$ cat config.mk
export PLATFORM = sky130hd
export DESIGN_NAME = adc_sequence_control
export DESIGN_NICKNAME = d
export VERILOG_FILES = /design/src/rtl/adc_seq_pkg.sv /design/src/rtl/adc_sequence_control.sv
export SDC_FILE = /design/constraint.sdc
export NUM_CORES = 1
export LEC_CHECK = 0
export ABC_AREA = 1
export BUFFER_PORTS_ARGS = -buffer_cell sky130_fd_sc_hd__buf_2
export CAP_MARGIN = 20
export CORE_AREA = 2 2 117 119
export CTS_BUF_LIST = sky130_fd_sc_hd__clkbuf_8
export CTS_CLUSTER_SIZE = 14
export DETAILED_ROUTE_END_ITERATION = 16
export DIE_AREA = 0 0 119 121
export PLACE_DENSITY = 0.56
export SYNTH_ARGS = -nofsm -noshare
export SYNTH_HDL_FRONTEND = slang
export SYNTH_SLANG_ARGS = --single-unit
$ cat constraint.sdc
create_clock -name clk -period 2.5 [get_ports clk]
set_input_delay 0.75 -clock clk [delete_from_list [all_inputs] [get_ports clk]]
set_output_delay 0.75 -clock clk [all_outputs]
set_load 0.02 [all_outputs]
$ cat src/rtl/adc_seq_pkg.sv
/*
 Constants, register map and state encoding for the converter sequencing block.
 Assumes one converter state equals one cycle of the 200 MHz system clock.
*/
package adc_seq_pkg;

	// =====================================================================
	// Register map
	localparam logic [15:0] ADDR_RESULT_A = 16'hFFE0;
	localparam logic [15:0] ADDR_RESULT_B = 16'hFFE2;
	localparam logic [15:0] ADDR_RESULT_C = 16'hFFE4;
	localparam logic [15:0] ADDR_RESULT_D = 16'hFFE6;
	localparam logic [15:0] ADDR_CTRL_STATUS = 16'hFFE8;
	localparam logic [15:0] ADDR_TRIG_CTRL = 16'hFFEA;

	// =====================================================================
	// Reset values and field positions
	localparam logic [7:0] CTRL_STATUS_RESET = 8'h00;
	localparam logic [7:0] TRIG_CTRL_RESET = 8'h7E;
	localparam logic [7:0] RESULT_RESET = 8'h00;
	localparam logic [7:0] TRIG_FIXED_ONES = 8'h7E;
	localparam logic [7:0] SAR_FIRST_TRIAL = 8'h80;
	localparam int CS_DONE = 7;
	localparam int CS_IRQ_ALLOW = 6;
	localparam int CS_GO = 5;
	localparam int CS_SCAN = 4;
	localparam int CS_SPEED = 3;
	localparam int CS_GROUP = 2;
	localparam int TC_ALLOW = 7;
	localparam int TC_SPARE = 0;

	// =====================================================================
	// Timing in converter states
	localparam int SYNC_MIN_SLOW = 18;
	localparam int SYNC_MAX_SLOW = 33;
	localparam int SYNC_MIN_FAST = 10;
	localparam int SYNC_MAX_FAST = 17;
	localparam int SAMPLE_SLOW = 63;
	localparam int SAMPLE_FAST = 31;
	localparam int SINGLE_MIN_SLOW = 227;
	localparam int SINGLE_MIN_FAST = 115;
	localparam int SCAN_FIRST_MIN_SLOW = 259;
	localparam int SCAN_FIRST_MIN_FAST = 131;
	localparam int SCAN_NEXT_SLOW = 256;
	localparam int SCAN_NEXT_FAST = 128;
	localparam int SAR_STEPS = 8;

	// Counter loads: a phase with load L lasts L+1 cycles.
	localparam logic [7:0] SYNC_LOAD_SLOW = 8'(SYNC_MIN_SLOW - 2);
	localparam logic [7:0] SYNC_LOAD_FAST = 8'(SYNC_MIN_FAST - 2);
	localparam logic [7:0] SPREAD_SLOW = 8'(SYNC_MAX_SLOW - SYNC_MIN_SLOW);
	localparam logic [7:0] SPREAD_FAST = 8'(SYNC_MAX_FAST - SYNC_MIN_FAST);
	localparam logic [7:0] SAMPLE_LOAD_SLOW = 8'(SAMPLE_SLOW - 1);
	localparam logic [7:0] SAMPLE_LOAD_FAST = 8'(SAMPLE_FAST - 1);
	localparam logic [7:0] CONV_SINGLE_SLOW = 8'(SINGLE_MIN_SLOW - SYNC_MIN_SLOW - SAMPLE_SLOW - 1);
	localparam logic [7:0] CONV_SINGLE_FAST = 8'(SINGLE_MIN_FAST - SYNC_MIN_FAST - SAMPLE_FAST - 1);
	localparam logic [7:0] CONV_FIRST_SLOW =
		8'(SCAN_FIRST_MIN_SLOW - SYNC_MIN_SLOW - SAMPLE_SLOW - 1);
	localparam logic [7:0] CONV_FIRST_FAST =
		8'(SCAN_FIRST_MIN_FAST - SYNC_MIN_FAST - SAMPLE_FAST - 1);
	localparam logic [7:0] CONV_NEXT_SLOW = 8'(SCAN_NEXT_SLOW - SAMPLE_SLOW - 1);
	localparam logic [7:0] CONV_NEXT_FAST = 8'(SCAN_NEXT_FAST - SAMPLE_FAST - 1);
	localparam logic [7:0] SAR_LAST_STEP = 8'(SAR_STEPS - 1);

	typedef enum logic [1:0] {
		ST_IDLE = 2'b00,
		ST_SYNC = 2'b01,
		ST_SAMPLE = 2'b11,
		ST_CONVERT = 2'b10
	} seq_state_t;

endpackage

$ cat src/rtl/adc_sequence_control.sv
/*
 Sequencing and register logic of an 8-bit successive-approximation converter.
 Assumes an external comparator that reports analog input >= sar_code, a plain
 register port with read data one cycle later, and a synchronous standby input.
*/
// What this block does
// Trigger control resets to 7E, also standby.
// Trigger allow bit gates external start pin.
// Trigger control bits 6..1 read one.
// Spare bit is stored, has no effect.
// Eight approximation steps give code 00..FF.
// Single mode: go held, cleared at end.
// Single end sets done, irq if allowed.
// Done clears on standby or after read then zero-write.
// Single end: store result, done, stop.
// Software stops go before changing settings.
// One write may set fields and go.
// Scan starts at group's first channel.
// Scan: next channel follows immediately.
// Scan pass end: done, irq, restart.
// Scan repeats; restart always at first channel.
// Sync delay, then 63 or 31 sample.
// Sync delay 18..33 or 10..17 states.
// Single total 227..242 or 115..122 states.
// Scan first 259..274 or 131..138 states.
// Scan later conversions 256 or 128 states.
// Pin falling edge sets go when allowed.
// Done bit: write zero clears, one ignored.
// Channel bits: input or group and count.
// Result register shared by inputs n, n+4.
// Control/status resets to 00, stops conversion.
// Start pin synchronised, edge from samples.
// Clearing go aborts, no result, flag kept.
`timescale 1ns/1ps
module adc_sequence_control (
	input wire logic clk,
	input wire logic rst_n,
	input wire logic standby,
	input wire logic [15:0] reg_addr,
	input wire logic [7:0] reg_wdata,
	input wire logic reg_wr,
	input wire logic reg_rd,
	output logic [7:0] reg_rdata,
	input wire logic ext_start_pin_n,
	input wire logic comp_in,
	output logic [7:0] sar_code,
	output logic [2:0] analog_sel,
	output logic sample_hold,
	output logic convert_done_irq
);

	// =====================================================================
	// Declarations
	logic convert_done_flag_q, convert_done_flag_d;
	logic done_irq_allow_q, done_irq_allow_d;
	logic convert_go_q, convert_go_d;
	logic scan_q, scan_d;
	logic conv_speed_select_q, conv_speed_select_d;
	logic [2:0] ch_sel_q, ch_sel_d;
	logic ext_trigger_allow_q, ext_trigger_allow_d;
	logic spare_select_bit_q, spare_select_bit_d;
	logic armed_q, armed_d;
	logic irq_q, irq_d;
	logic [7:0] rdata_q, rdata_d;
	logic [7:0] res_q [4];
	logic [7:0] res_d [4];
	adc_seq_pkg::seq_state_t state_q, state_d;
	logic [7:0] cnt_q, cnt_d;
	logic [1:0] cur_q, cur_d;
	logic first_q, first_d;
	logic [7:0] sar_q, sar_d;
	logic hold_q, hold_d;
	logic [7:0] hold_run_q, hold_run_d;
	logic [2:0] sel_q, sel_d;
	logic [3:0] ph_q;
	logic pin_s1_q, pin_s2_q, pin_prev_q;
	logic conv_end, done_set, single_end, trig_fire;
	logic wr_cs, rd_cs, wr_tc;
	logic [7:0] spread;
	logic [2:0] step;

	// Result register and channel within the group driven by the current conversion.
	function automatic logic [1:0] slot_of(input logic scan, input logic [2:0] ch,
		input logic [1:0] cur);
		slot_of = scan ? cur : ch[1:0];
	endfunction

	assign wr_cs = reg_wr && (reg_addr == adc_seq_pkg::ADDR_CTRL_STATUS);
	assign rd_cs = reg_rd && (reg_addr == adc_seq_pkg::ADDR_CTRL_STATUS);
	assign wr_tc = reg_wr && (reg_addr == adc_seq_pkg::ADDR_TRIG_CTRL);

	// =====================================================================
	// External start pin
	always_ff @(posedge clk or negedge rst_n) begin
		if (!rst_n) begin
			pin_s1_q <= 1'b1;
			pin_s2_q <= 1'b1;
			pin_prev_q <= 1'b1;
			ph_q <= 4'h0;
		end else begin
			pin_s1_q <= ext_start_pin_n;
			pin_s2_q <= pin_s1_q;
			pin_prev_q <= pin_s2_q;
			ph_q <= ph_q + 4'h1;
		end
	end

	assign trig_fire = pin_prev_q && !pin_s2_q && ext_trigger_allow_q;

	// =====================================================================
	// Sequencer
	// The free-running phase stretches the sync delay so that sampling
	// starts on a fixed phase of the conversion timing.
	assign spread = conv_speed_select_q ? ({4'h0, ~ph_q} & adc_seq_pkg::SPREAD_FAST)
		: ({4'h0, ~ph_q} & adc_seq_pkg::SPREAD_SLOW);
	assign step = cnt_q[2:0];

	always_comb begin
		state_d = state_q;
		cnt_d = cnt_q;
		cur_d = cur_q;
		first_d = first_q;
		sar_d = sar_q;
		hold_d = 1'b0;
		conv_end = 1'b0;
		res_d = res_q;
		hold_run_d = hold_q ? hold_run_q + 8'h01 : 8'h00;
		if (cnt_q != 8'h00) begin
			cnt_d = cnt_q - 8'h01;
		end
		if (standby) begin
			state_d = adc_seq_pkg::ST_IDLE;
			for (int i = 0; i < 4; i++) begin
				res_d[i] = adc_seq_pkg::RESULT_RESET;
			end
		end else if (!convert_go_q) begin
			state_d = adc_seq_pkg::ST_IDLE;
		end else begin
			unique case (state_q)
				adc_seq_pkg::ST_IDLE: begin
					state_d = adc_seq_pkg::ST_SYNC;
					cur_d = 2'b00;
					first_d = 1'b1;
					cnt_d = (conv_speed_select_q ? adc_seq_pkg::SYNC_LOAD_FAST
						: adc_seq_pkg::SYNC_LOAD_SLOW) + spread;
				end
				adc_seq_pkg::ST_SYNC: begin
					if (cnt_q == 8'h00) begin
						state_d = adc_seq_pkg::ST_SAMPLE;
						hold_d = 1'b1;
						cnt_d = conv_speed_select_q ? adc_seq_pkg::SAMPLE_LOAD_FAST
							: adc_seq_pkg::SAMPLE_LOAD_SLOW;
					end
				end
				adc_seq_pkg::ST_SAMPLE: begin
					hold_d = (cnt_q != 8'h00);
					if (cnt_q == 8'h00) begin
						state_d = adc_seq_pkg::ST_CONVERT;
						sar_d = adc_seq_pkg::SAR_FIRST_TRIAL;
						if (!scan_q) begin
							cnt_d = conv_speed_select_q ? adc_seq_pkg::CONV_SINGLE_FAST
								: adc_seq_pkg::CONV_SINGLE_SLOW;
						end else if (first_q) begin
							cnt_d = conv_speed_select_q ? adc_seq_pkg::CONV_FIRST_FAST
								: adc_seq_pkg::CONV_FIRST_SLOW;
						end else begin
							cnt_d = conv_speed_select_q ? adc_seq_pkg::CONV_NEXT_FAST
								: adc_seq_pkg::CONV_NEXT_SLOW;
						end
					end
				end
				adc_seq_pkg::ST_CONVERT: begin
					if (cnt_q <= adc_seq_pkg::SAR_LAST_STEP) begin
						// One decision per cycle, most significant bit first.
						if (!comp_in) begin
							sar_d[step] = 1'b0;
						end
						if (step != 3'h0) begin
							sar_d[step - 3'h1] = 1'b1;
						end
					end
					if (cnt_q == 8'h00) begin
						conv_end = 1'b1;
						res_d[slot_of(scan_q, ch_sel_q, cur_q)] = sar_d;
						if (!scan_q) begin
							state_d = adc_seq_pkg::ST_IDLE;
						end else begin
							state_d = adc_seq_pkg::ST_SAMPLE;
							hold_d = 1'b1;
							first_d = 1'b0;
							cnt_d = conv_speed_select_q ? adc_seq_pkg::SAMPLE_LOAD_FAST
								: adc_seq_pkg::SAMPLE_LOAD_SLOW;
							cur_d = (cur_q == ch_sel_q[1:0]) ? 2'b00 : cur_q + 2'b01;
						end
					end
				end
			endcase
		end
		sel_d = {ch_sel_q[adc_seq_pkg::CS_GROUP], slot_of(scan_q, ch_sel_q, cur_d)};
	end

	assign done_set = conv_end && (!scan_q || cur_q == ch_sel_q[1:0]);
	assign single_end = conv_end && !scan_q;

	always_ff @(posedge clk or negedge rst_n) begin
		if (!rst_n) begin
			state_q <= adc_seq_pkg::ST_IDLE;
			cnt_q <= 8'h00;
			cur_q <= 2'b00;
			first_q <= 1'b0;
			sar_q <= 8'h00;
			hold_q <= 1'b0;
			hold_run_q <= 8'h00;
			sel_q <= 3'h0;
			for (int i = 0; i < 4; i++) begin
				res_q[i] <= adc_seq_pkg::RESULT_RESET;
			end
		end else begin
			state_q <= state_d;
			cnt_q <= cnt_d;
			cur_q <= cur_d;
			first_q <= first_d;
			sar_q <= sar_d;
			hold_q <= hold_d;
			hold_run_q <= hold_run_d;
			sel_q <= sel_d;
			res_q <= res_d;
		end
	end

	// =====================================================================
	// Control registers
	always_comb begin
		convert_done_flag_d = convert_done_flag_q;
		done_irq_allow_d = done_irq_allow_q;
		convert_go_d = convert_go_q;
		scan_d = scan_q;
		conv_speed_select_d = conv_speed_select_q;
		ch_sel_d = ch_sel_q;
		ext_trigger_allow_d = ext_trigger_allow_q;
		spare_select_bit_d = spare_select_bit_q;
		armed_d = armed_q;
		if (standby) begin
			{convert_done_flag_d, done_irq_allow_d, convert_go_d, scan_d,
				conv_speed_select_d, ch_sel_d} = adc_seq_pkg::CTRL_STATUS_RESET;
			ext_trigger_allow_d = adc_seq_pkg::TRIG_CTRL_RESET[adc_seq_pkg::TC_ALLOW];
			spare_select_bit_d = adc_seq_pkg::TRIG_CTRL_RESET[adc_seq_pkg::TC_SPARE];
			armed_d = 1'b0;
		end else begin
			if (rd_cs && convert_done_flag_q) begin
				armed_d = 1'b1;
			end
			if (single_end) begin
				convert_go_d = 1'b0;
			end
			if (wr_cs) begin
				armed_d = 1'b0;
				if (armed_q && !reg_wdata[adc_seq_pkg::CS_DONE]) begin
					convert_done_flag_d = 1'b0;
				end
				done_irq_allow_d = reg_wdata[adc_seq_pkg::CS_IRQ_ALLOW];
				convert_go_d = reg_wdata[adc_seq_pkg::CS_GO];
				scan_d = reg_wdata[adc_seq_pkg::CS_SCAN];
				conv_speed_select_d = reg_wdata[adc_seq_pkg::CS_SPEED];
				ch_sel_d = reg_wdata[adc_seq_pkg::CS_GROUP:0];
			end
			if (wr_tc) begin
				ext_trigger_allow_d = reg_wdata[adc_seq_pkg::TC_ALLOW];
				spare_select_bit_d = reg_wdata[adc_seq_pkg::TC_SPARE];
			end
			if (trig_fire) begin
				convert_go_d = 1'b1;
			end
			if (done_set) begin
				convert_done_flag_d = 1'b1;
			end
		end
		irq_d = convert_done_flag_d && done_irq_allow_d;
	end

	always_ff @(posedge clk or negedge rst_n) begin
		if (!rst_n) begin
			{convert_done_flag_q, done_irq_allow_q, convert_go_q, scan_q,
				conv_speed_select_q, ch_sel_q} <= adc_seq_pkg::CTRL_STATUS_RESET;
			ext_trigger_allow_q <= adc_seq_pkg::TRIG_CTRL_RESET[adc_seq_pkg::TC_ALLOW];
			spare_select_bit_q <= adc_seq_pkg::TRIG_CTRL_RESET[adc_seq_pkg::TC_SPARE];
			armed_q <= 1'b0;
			irq_q <= 1'b0;
		end else begin
			convert_done_flag_q <= convert_done_flag_d;
			done_irq_allow_q <= done_irq_allow_d;
			convert_go_q <= convert_go_d;
			scan_q <= scan_d;
			conv_speed_select_q <= conv_speed_select_d;
			ch_sel_q <= ch_sel_d;
			ext_trigger_allow_q <= ext_trigger_allow_d;
			spare_select_bit_q <= spare_select_bit_d;
			armed_q <= armed_d;
			irq_q <= irq_d;
		end
	end

	// =====================================================================
	// Read port
	always_comb begin
		rdata_d = 8'h00;
		if (reg_rd) begin
			unique case (reg_addr)
				adc_seq_pkg::ADDR_RESULT_A: rdata_d = res_q[0];
				adc_seq_pkg::ADDR_RESULT_B: rdata_d = res_q[1];
				adc_seq_pkg::ADDR_RESULT_C: rdata_d = res_q[2];
				adc_seq_pkg::ADDR_RESULT_D: rdata_d = res_q[3];
				adc_seq_pkg::ADDR_CTRL_STATUS: rdata_d = {convert_done_flag_q, done_irq_allow_q,
					convert_go_q, scan_q, conv_speed_select_q, ch_sel_q};
				adc_seq_pkg::ADDR_TRIG_CTRL: rdata_d = adc_seq_pkg::TRIG_FIXED_ONES
					| {ext_trigger_allow_q, 6'h00, spare_select_bit_q};
				default: rdata_d = 8'h00;
			endcase
		end
	end

	always_ff @(posedge clk or negedge rst_n) begin
		if (!rst_n) begin
			rdata_q <= 8'h00;
		end else begin
			rdata_q <= rdata_d;
		end
	end

	assign reg_rdata = rdata_q;
	assign sar_code = sar_q;
	assign analog_sel = sel_q;
	assign sample_hold = hold_q;
	assign convert_done_irq = irq_q;

	// =====================================================================
	// Assertions
	property p_tc_standby;
		@(posedge clk) disable iff (!rst_n)
		standby |=> ext_trigger_allow_q == 1'b0 && spare_select_bit_q == 1'b0;
	endproperty
	a_tc_standby: assert property (p_tc_standby) else $error("trigger control not reset");

	property p_tc_ones;
		@(posedge clk) disable iff (!rst_n)
		reg_rd && reg_addr == adc_seq_pkg::ADDR_TRIG_CTRL |=> reg_rdata[6:1] == 6'h3F;
	endproperty
	a_tc_ones: assert property (p_tc_ones) else $error("reserved bits not read as one");

	property p_single_end;
		@(posedge clk) disable iff (!rst_n)
		single_end && !standby && !wr_cs && !trig_fire |=> !convert_go_q && convert_done_flag_q;
	endproperty
	a_single_end: assert property (p_single_end) else $error("single end not handled");

	property p_irq;
		@(posedge clk) disable iff (!rst_n)
		convert_done_irq == (convert_done_flag_q && done_irq_allow_q);
	endproperty
	a_irq: assert property (p_irq) else $error("interrupt request mismatch");

	property p_flag_clear;
		@(posedge clk) disable iff (!rst_n)
		$fell(convert_done_flag_q) |-> $past(standby) || ($past(wr_cs) && $past(armed_q));
	endproperty
	a_flag_clear: assert property (p_flag_clear) else $error("flag cleared without read");

	property p_trigger;
		@(posedge clk) disable iff (!rst_n)
		trig_fire && !standby |=> convert_go_q;
	endproperty
	a_trigger: assert property (p_trigger) else $error("external start ignored");

	property p_sync_slow;
		@(posedge clk) disable iff (!rst_n)
		$rose(state_q == adc_seq_pkg::ST_SYNC) && !conv_speed_select_q
		|-> ##[17:32] (state_q != adc_seq_pkg::ST_SYNC);
	endproperty
	a_sync_slow: assert property (p_sync_slow) else $error("sync delay out of range");

	property p_sample_len;
		@(posedge clk) disable iff (!rst_n)
		$fell(sample_hold) && state_q == adc_seq_pkg::ST_CONVERT
		|-> hold_run_q == (conv_speed_select_q ? 8'(adc_seq_pkg::SAMPLE_FAST)
			: 8'(adc_seq_pkg::SAMPLE_SLOW));
	endproperty
	a_sample_len: assert property (p_sample_len) else $error("sample window wrong");

	property p_abort;
		@(posedge clk) disable iff (!rst_n)
		!convert_go_q |-> !conv_end ##1 state_q == adc_seq_pkg::ST_IDLE;
	endproperty
	a_abort: assert property (p_abort) else $error("conversion not aborted");

endmodule

==> results of run 1 <==
-- routing by layer --
| layer | GRT usage (%) | share of wire, % | vias to the layer above |
|---|---|---|---|
| met5 | 0 | 0 | - |
| met4 | 4.76 | 1.2 | 0 |
| met3 | 4.89 | 5.3 | 13 |
| met2 | 30.3 | 46 | 118 |
| met1 | 23.8 | 47 | 2011 |
| li1 | - | - | 2144 |
-- synthesized netlist by cell type, types with 2 or more instances --
library cell / n / area share [%]
nand2_1: 207 / 17
nand3_1: 104 / 11
dfrtp_1: 81 / 43
inv_1: 55 / 4.4
nor2_1: 43 / 3.5
o21ai_0: 27 / 2.9
a21oi_1: 22 / 2.4
nor2_4: 7 / 1.7
ha_1: 6 / 1.6
o21ai_1: 6 / 0.64
buf_2: 5 / 0.54
inv_2: 5 / 0.40
o21ai_2: 5 / 0.94
clkbuf_1: 4 / 0.32
xnor2_1: 4 / 0.75
a31oi_1: 3 / 0.40
dfstp_2: 3 / 1.7
nand2_2: 3 / 0.40
nor3_1: 3 / 0.32
a21oi_2: 2 / 0.37
buf_6: 2 / 0.48
nand2_4: 2 / 0.48
nand3_2: 2 / 0.43
nand3b_1: 2 / 0.32
nor2_2: 2 / 0.27
nor3_2: 2 / 0.43
o22ai_1: 2 / 0.27
-- area by class of cell --
class / count / area share [%]
Inverter: 63 / 4.47
Sequential cell: 84 / 39.2
Tap cell: 176 / 4.10
Multi-Input combinational cell: 466 / 42.0
Clock inverter: 7 / 1.84
Clock buffer: 9 / 2.30
Timing Repair Buffer: 59 / 6.14
-- path summary, 6_finish.rpt --
check,startpoint,endpoint,cells past startpoint
max,cnt_q[0]$_DFF_PN0_,cnt_q[2]$_DFF_PN0_,10
min,rst_n,cur_q[1]$_DFF_PN0_,1
max reg2reg,cnt_q[0]$_DFF_PN0_,cnt_q[2]$_DFF_PN0_,10
min reg2reg,pin_s1_q$_DFF_PN1_,pin_s2_q$_DFF_PN1_,0
max in group asynchronous,rst_n,res_q[12]$_DFFE_PN0P_,2
min in group clk,pin_s1_q$_DFF_PN1_,pin_s2_q$_DFF_PN1_,0
-- through the flow --
| stage | std cells | cell area [µm²] |
|---|---|---|
| floorplan | 625 | 4670 |
| finish | 864 | 5380 |
| detailed placement | 848 | 5150 |
| CTS | 864 | 5380 |
| global route | 864 | 5380 |
| global placement | 848 | 5150 |
-- registers in the layout, summed over array words and instances, names as in the netlist, 2 cells and up --
name / count
reg_rdata: 8
analog_sel: 3
sar_code: 8
cur_q: 2
res_q: 32
cnt_q: 8
ch_sel_q: 3
state_q: 2
ph_q: 4
-- power groups by stage --
stage / sequential, mW / combinational [mW] / clock [mW]
finish: 1.51 / 0.709 / 1.10
floorplan: 1.52 / 0.487 / 0
global placement: 1.53 / 0.708 / 0
global route: 1.52 / 0.805 / 1.19
detailed placement: 1.53 / 0.710 / 0
CTS: 1.50 / 0.713 / 1.14
-- logic make-up after synthesis --
| group | share of synthesized area [%] |
|---|---|
| simple gates | 36.9 |
| fa+ha+maj | 1.61 |
| xor+xnor | 0.937 |
| compound gates | 8.86 |
| flops | 45.1 |
| buf+inv | 6.64 |
==> results.cfg, run 1 <==
[status]
status = completed

[die]
placement_rows = 42
pin_count = 52
core_area_mm2 = 0.0131
die_x_um = 119
start_util_pct = 35.7
die_h_um = 121
die-area_mm2 = 0.0144

[power]
seqPwrFrac_pct = 45.5
irDropWorstVdd_mv = 0.512
switching_share_pct = 33.2
p_leak_nw = 2.85
pwr-share-clk_pct = 33.1
p_int_mw = 2.21
powerDensity_mw_per_mm2 = 616
power_mw = 3.31
combPwrFrac_pct = 21.4
p_switching_mw = 1.10

[sta]
final-hold-violation-count = 0
slew_viol_final = 0
setup_ws_ns = 0.470
hold_slack_ns = 0.311
rsz0062_at_grt = false
fin_crit_ns = 2.03
tns_ns = 0
setup_viol = 0
finClkSkew_ns = 0.0174
slew_headroom_pct = 59.0
tightest_slew_ns = 0.611
max_freq_ghz = 0.493
finalCritPeriodShare_pct = 81.2

[placed_design]
pre_cts_ws_ns = 0.345
gp_congestion = 0.926
dp_hpwl_mm = 9.36
portBuffers = 51

[global_route]
grt_max_degree = 34
track_usage_pct = 18.3
first_global_vias = 4242
grt_pass1_wl_mm = 20.8
antenna_found_initial = 0
grt_overflow_total = 0

[clocking]
cts_root_buf = clkbuf_8
clk-insertion-delay-late_ns = 0.38
cts_setup_buffers = 0
path_clk_slew_ns = 0.09
cts_sinks = 84
cts_inserted_buffers = 9
clockBufferDepth = 2
cts-resized-gates = 0
htree_levels = 3
cts_tree = yes
hold_buffers = 0

[routing]
wire_per_inst_um = 14.4
ant_nets = 0
dr.first_iter.drc_count = 268
routed_wl_mm = 12.4
dr.pass1.iters = 5
vias_per_cell = 4.96
num_vias = 4286
drc = 0

[cells_and_area]
fin_nets = 720
mostFrequentLayoutCell = nand2_1
n_fill_cell = 1362
seq_area_mm2 = 0.00211
final_cell_mix = 207 x nand2_1, 104 x nand3_1, 81 x dfrtp_1, 55 x inv_1, 50 x buf_2
syn2layout_area_growth_pct = 15.0
final_core_util_pct = 41.1
drive_gt1_share_pct = 16.6
multiInputGateArea_mm2 = 0.00226
diodes = 0

[critical_path]
crit_buf_inv = 4
worstPathCellList = inv_1, ha_1, nand2_1, nor2_4, inv_1, buf_4, nand2_1, nor2_1, o21ai_0, inv_1
crit_type = register to register
crit_top_cell = inv_1
crit_family = buffers and inverters
r2r_slack_ns = 0.47
critical_path.max_stage_delay_ns = 0.41
endpoint_kind = register
worstPathArrival_ns = 2.28
cpMaxStageDelayCell = dfrtp_1
cp_data_required_time_ns = 2.75
crit_fanout = 13
startpoint_type = register

[logic_synthesis]
synth_area_per_cell_um2 = 7.48
synth_area_mm2 = 0.00467
synth-seq-cells = 84
synthCells = 625
syn_nets = 662
yosys_warnings = 0
async_flop_share_pct = 100
synth.yosys.seq_area_share_pct = 45.1
synth_cell_type_count = 43
synth_edf_count = 0
ys.flop_type = dfrtp_1

[flow_run]
cap_violations = 0

[hold_path]
hold_path_class = input pin to asynchronous set/reset pin
No activity file was read; power rests on OpenSTA's default activity.
==> run 2: changes to the inputs <==
ABC_AREA = 0   (was 1)
CORE_AREA = 2 2 113 115   (was 2 2 117 119)
DIE_AREA = 0 0 115 117   (was 0 0 119 121)
PLACE_DENSITY = 0.58   (was 0.56)
clock period = 1.7 ns   (was 2.5 ns; I/O delays follow)
==> results.cfg, run 2 <==
[die]
die_x_um = 115
core_area_mm2 = 0.0123
placement_rows = 41
pin_count = 52
start_util_pct = 34.9
die_h_um = 117
die-area_mm2 = 0.0135

[routing]
wl_met3_um = 567
ant_nets = 0
num_vias = 3752
dr.pass1.iters = 4
wire_per_inst_um = 17.6
vias_per_cell = 5.48
routed_wl_mm = 12.1
top_layer = met4
drc = 0
drt-met1-wl_mm = 5.53
dr.first_iter.drc_count = 145
wl_met2_mm = 5.62

[logic_synthesis]
synth_edf_count = 0
synth_area_mm2 = 0.00429
synth-seq-cells = 84
synth.top_cells.by_area = dfrtp_1 47%, a22o_1 8.2%, nand2_1 3.1%
synthTopCellsByCount = 81 x dfrtp_1, 40 x a22o_1, 36 x nand2_1
yosys_warnings = 0
synth_top_area_cell = dfrtp_1
synth_cell_type_count = 61
ys.flop_type = dfrtp_1
synth.top_cell.area_share_pct = 47.2
synth.yosys.seq_area_share_pct = 49.1
synthCells = 418
async_flop_share_pct = 100
syn_nets = 455
synth.most_common_cell = dfrtp_1
synth_area_per_cell_um2 = 10.3

[hold_path]
hold_path_class = input pin to asynchronous set/reset pin

[clocking]
cts_root_buf = clkbuf_8
path_clk_slew_ns = 0.09
htree_levels = 3
cts_inserted_buffers = 9
clk-insertion-delay-late_ns = 0.37
cts_tree = yes
cts_sinks = 84
clockBufferDepth = 2

[sta]
max_freq_ghz = 0.440
final-hold-violation-count = 0
finalCritPeriodShare_pct = 134
hold_slack_ns = 0.0506
fin_crit_ns = 2.27
setup_viol = 59
slew_headroom_pct = 69.3
rsz0062_at_grt = true
setup_ws_ns = -0.571
slew_viol_final = 0
finClkSkew_ns = 0.0102
tightest_slew_ns = 0.456

[critical_path]
reg2reg_depth = 6
crit_type = register to register
startpoint_type = register
worstPathCellList = or4_4, buf_12, or4_4, o31ai_4, o21ai_4, a22o_1
crit_top_cell = or4_4
endpoint_kind = register
cp_data_required_time_ns = 1.97
worstPathArrival_ns = 2.54
cpMaxStageDelayCell = or4_4
critical_path.max_stage_delay_ns = 0.58
crit_fanout = 5

[global_route]
track_usage_pct = 18.7
grt_max_degree = 33
grt_overflow_total = 0
antenna_found_initial = 0
grt_pass1_wl_mm = 19.2
first_global_vias = 3716

[placed_design]
gp_congestion = 0.818
portBuffers = 51
dp_hpwl_mm = 8.75
placed_cells_incl_taps = 660
pre_cts_ws_ns = -0.545

[cells_and_area]
diodes = 0
syn2layout_area_growth_pct = 36.5
multiInputGateArea_mm2 = 0.00234
largest_register = res_q
drive_gt1_share_pct = 39.4
mostFrequentLayoutCell = dfrtp_1
largest_register_ffs = 32
n_fill_cell = 1144
final_cell_mix = 81 x dfrtp_1, 64 x buf_4, 50 x buf_2, 40 x a22o_1, 33 x nand2_1
stdcell_count = 685
fin_nets = 567
seq_area_mm2 = 0.00211

[power]
seqPwrFrac_pct = 37.9
p_leak_nw = 2.70
powerDensity_mw_per_mm2 = 981
irDropWorstVdd_mv = 0.688
p_int_mw = 3.87
pwr-share-clk_pct = 28.3
switching_share_pct = 32.7
power_mw = 5.75
combPwrFrac_pct = 33.9
p_switching_mw = 1.88

[status]
status = finished, violations left
violations = negative setup slack

[flow_run]
cap_violations = 0
==> run 2: changes by cell type after synthesis, moves of 7 or more <==
cell      delta
a22o_1      +40
a22oi_1      +9
clkbuf_1    +16
inv_1       -45
mux2_2       +9
mux2i_1     +11
nand2_1    -171
nand2b_1     +7
nand3_1     -91
nor2_1      -25
nor2_4       -7
o21ai_0     -15
==> run 2: kinds of logic after synthesis <==
group	synth area share [%]
XOR/XNOR	2.04
buffers and inverters	3.50
AND/OR/NAND/NOR	14.4
flip-flops	49.1
adder cells (fa/ha/maj)	1.75
AO/OA/AOI/OAI	24.3
multiplexers	4.93
==> run 2: layout make-up <==
cell class              instances  area share [%]
clock buffers                  10            2.35
multi-input cells             296            40.0
repair buffers                128            16.3
well taps                     150            3.20
inverters                      11           0.705
flip-flops and latches         84            36.0
clock inverters                 6            1.47
==> run 2: power by group through the flow <==
| stage | registers (mW) | logic, mW | clock network, mW |
|---|---|---|---|
| after floorplan | 2.22 | 0.957 | 0 |
| after global placement | 2.21 | 1.70 | 0 |
| after detailed placement | 2.21 | 1.73 | 0 |
| after CTS | 2.17 | 1.87 | 1.66 |
| after global routing | 2.19 | 2.11 | 1.73 |
| final | 2.18 | 1.95 | 1.62 |
==> run 2: per-layer routing <==
layer / track usage [%] / vias to the layer above
li1: - / 1791
met1: 26.1 / 1846
met2: 28.7 / 89
met3: 2.78 / 26
met4: 8.59 / 0
met5: 0 / -
==> run 2: timing repair <==
action,CTS,global route
setup buffers,9,2
hold buffers,0,0
gates resized for setup,43,13
setup endpoints to repair,59,59
cloned,1,0
pin swaps,27,5
==> run 2: worst max-delay path: cells and delay by family (launching register included) <==
family,cells,cell delay [ns]
buffers and inverters,1,0.15
AOI/OAI and AO/OA,3,0.59
DFF,1,0.39
and+or+nand+nor,2,1.05
==> run 2: through the flow <==
step | setup TNS [ns] | instance area (µm²) | util [%]
after global placement | -23.91 | 5290 | 43.0
final | -23.97 | 5860 | 47.6
after CTS | -24.62 | 5800 | 47.1
after detailed placement | -25.68 | 5290 | 43.0
after floorplan | -16.07 | 4410 | -
after global routing | -27.19 | 5860 | 47.6
==> run 2: worst paths after layout <==
check,startpoint,to,slack (ns)
setup / recovery,cnt_q[4]$_DFF_PN0_,res_q[10]$_DFFE_PN0P_,-0.57
hold / removal,rst_n,analog_sel[1]$_DFF_PN0_,0.05
setup reg to reg,cnt_q[4]$_DFF_PN0_,res_q[10]$_DFFE_PN0P_,-0.57
hold reg to reg,pin_s1_q$_DFF_PN1_,pin_s2_q$_DFF_PN1_,0.36
max in group asynchronous,rst_n,cnt_q[5]$_DFF_PN0_,1.14
min in group clk,ext_start_pin_n,pin_s1_q$_DFF_PN1_,0.23
==> run 3: changes to the inputs <==
TNS_END_PERCENT = 10   (was not set)
==> results.cfg, run 3 (same netlist as run 2, synthesis figures left out) <==
[status]
status = finished, violations left
violations = negative setup slack

[placed_design]
dp_hpwl_mm = 8.88
portBuffers = 51
pre_cts_ws_ns = -0.556
placed_cells_incl_taps = 662
gp_congestion = 0.896

[clocking]
htree_levels = 3
cts_sinks = 84
cts_inserted_buffers = 9
clockBufferDepth = 2
cts_setup_buffers = 0
path_clk_slew_ns = 0.10
cts_tree = yes
clk-insertion-delay-late_ns = 0.39
cts_root_buf = clkbuf_8
hold_buffers = 0

[sta]
setup_viol = 58
slew_headroom_pct = 64.0
finClkSkew_ns = 0.0165
rsz0062_at_grt = true
slew_viol_final = 0
setup_ws_ns = -0.574
final-hold-violation-count = 0
fin_crit_ns = 2.27
hold_slack_ns = 0.143
tns_ns = -22.99
finalCritPeriodShare_pct = 134
max_freq_ghz = 0.440
tightest_slew_ns = 0.534

[routing]
num_vias = 3789
wire_per_inst_um = 18.6
dr.first_iter.drc_count = 242
dr.pass1.iters = 4
routed_wl_mm = 12.6
vias_per_cell = 5.59
ant_nets = 0
drc = 0

[die]
die_x_um = 115
die_h_um = 117
core_area_mm2 = 0.0123
die-area_mm2 = 0.0135
start_util_pct = 34.9
pin_count = 52
placement_rows = 41

[critical_path]
startpoint = cnt_q[4]$_DFF_PN0_
crit_buf_inv = 1
worstPathCellList = or4_4, buf_6, or4_4, o31ai_4, o21ai_4, a22o_1
cp_data_required_time_ns = 1.98
critical_path.max_stage_delay_ns = 0.56
endpoint_kind = register
crit_type = register to register
startpoint_type = register
r2r-start = cnt_q[4]$_DFF_PN0_
cpMaxStageDelayCell = or4_4
crit_fanout = 5
worstPathArrival_ns = 2.55
crit_top_cell = or4_4
crit_family = simple AND/OR/NAND/NOR gates

[power]
pwr-share-clk_pct = 29.8
power_mw = 5.65
combPwrFrac_pct = 31.8
p_switching_mw = 1.89
switching_share_pct = 33.4
p_leak_nw = 2.62
irDropWorstVdd_mv = 0.514
seqPwrFrac_pct = 38.4
p_int_mw = 3.77
powerDensity_mw_per_mm2 = 999

[cells_and_area]
seq_area_mm2 = 0.00211
largest_register = res_q
syn2layout_area_growth_pct = 32.0
multiInputGateArea_mm2 = 0.00224
final_cell_mix = 81 x dfrtp_1, 63 x buf_4, 50 x buf_2, 40 x a22o_1, 34 x nand2_1
drive_gt1_share_pct = 37.5
diodes = 0
n_fill_cell = 1152
mostFrequentLayoutCell = dfrtp_1
largest_register_ffs = 32
fin_nets = 560
stdcell_count = 678

[global_route]
grt_max_degree = 85
antenna_found_initial = 0
grt_pass1_wl_mm = 19.9
first_global_vias = 3880
grt_overflow_total = 0
track_usage_pct = 19.3

[hold_path]
hold_path_class = input pin to asynchronous set/reset pin

[flow_run]
cap_violations = 0
-- run 3: final timing paths --
check / end / slack [ns] / cells past startpoint
setup / recovery: sar_code[2]$_DFFE_PN0P_ / -0.57 / 6
hold / removal: res_q[18]$_DFFE_PN0P_ / 0.14 / 2
setup reg to reg: sar_code[2]$_DFFE_PN0P_ / -0.57 / 6
hold reg to reg: pin_s2_q$_DFF_PN1_ / 0.36 / 0
max in group asynchronous: pin_s1_q$_DFF_PN1_ / 1.18 / 2
min in group clk: pin_s1_q$_DFF_PN1_ / 0.22 / 1
-- run 3: what timing repair did --
action                                  4_1_cts  5_1_grt
gates cloned                                  0        0
gates resized for setup                      32       11
pin swaps                                    21        9
endpoints found under the setup margin       59       63
-- run 3: layout make-up --
cell class | instances | area share, %
multi-input combinational | 296 | 39.6
inverter | 11 | 0.729
clock inverter | 7 | 1.86
clock buffer | 9 | 2.19
sequential | 84 | 37.2
timing repair buffer | 121 | 15.1
tap | 150 | 3.31
-- run 3: power by group through the flow --
stage                     registers [mW]  logic, mW  clock network [mW]
after floorplan                     2.22      0.919                   0
after global placement              2.21       1.60                   0
after detailed placement            2.22       1.62                   0
after CTS                           2.18       1.75                1.72
after global routing                2.19       1.95                1.80
final                               2.17       1.80                1.68
-- run 3: stage by stage --
step | cell area, µm² | utilization, %
CTS | 5620 | 45.6
detailed placement | 5250 | 42.6
finish | 5660 | 46.0
global placement | 5250 | 42.6
global route | 5660 | 46.0
floorplan | 4340 | -
-- run 3: routing by layer --
metal | global-route usage, % | share of wire [%] | routed length [µm]
met1 | 24.0 | 44 | 5520
met2 | 33.1 | 50 | 6290
met3 | 4.69 | 4.6 | 580
met4 | 6.67 | 1.5 | 186
met5 | 0 | 0 | 0
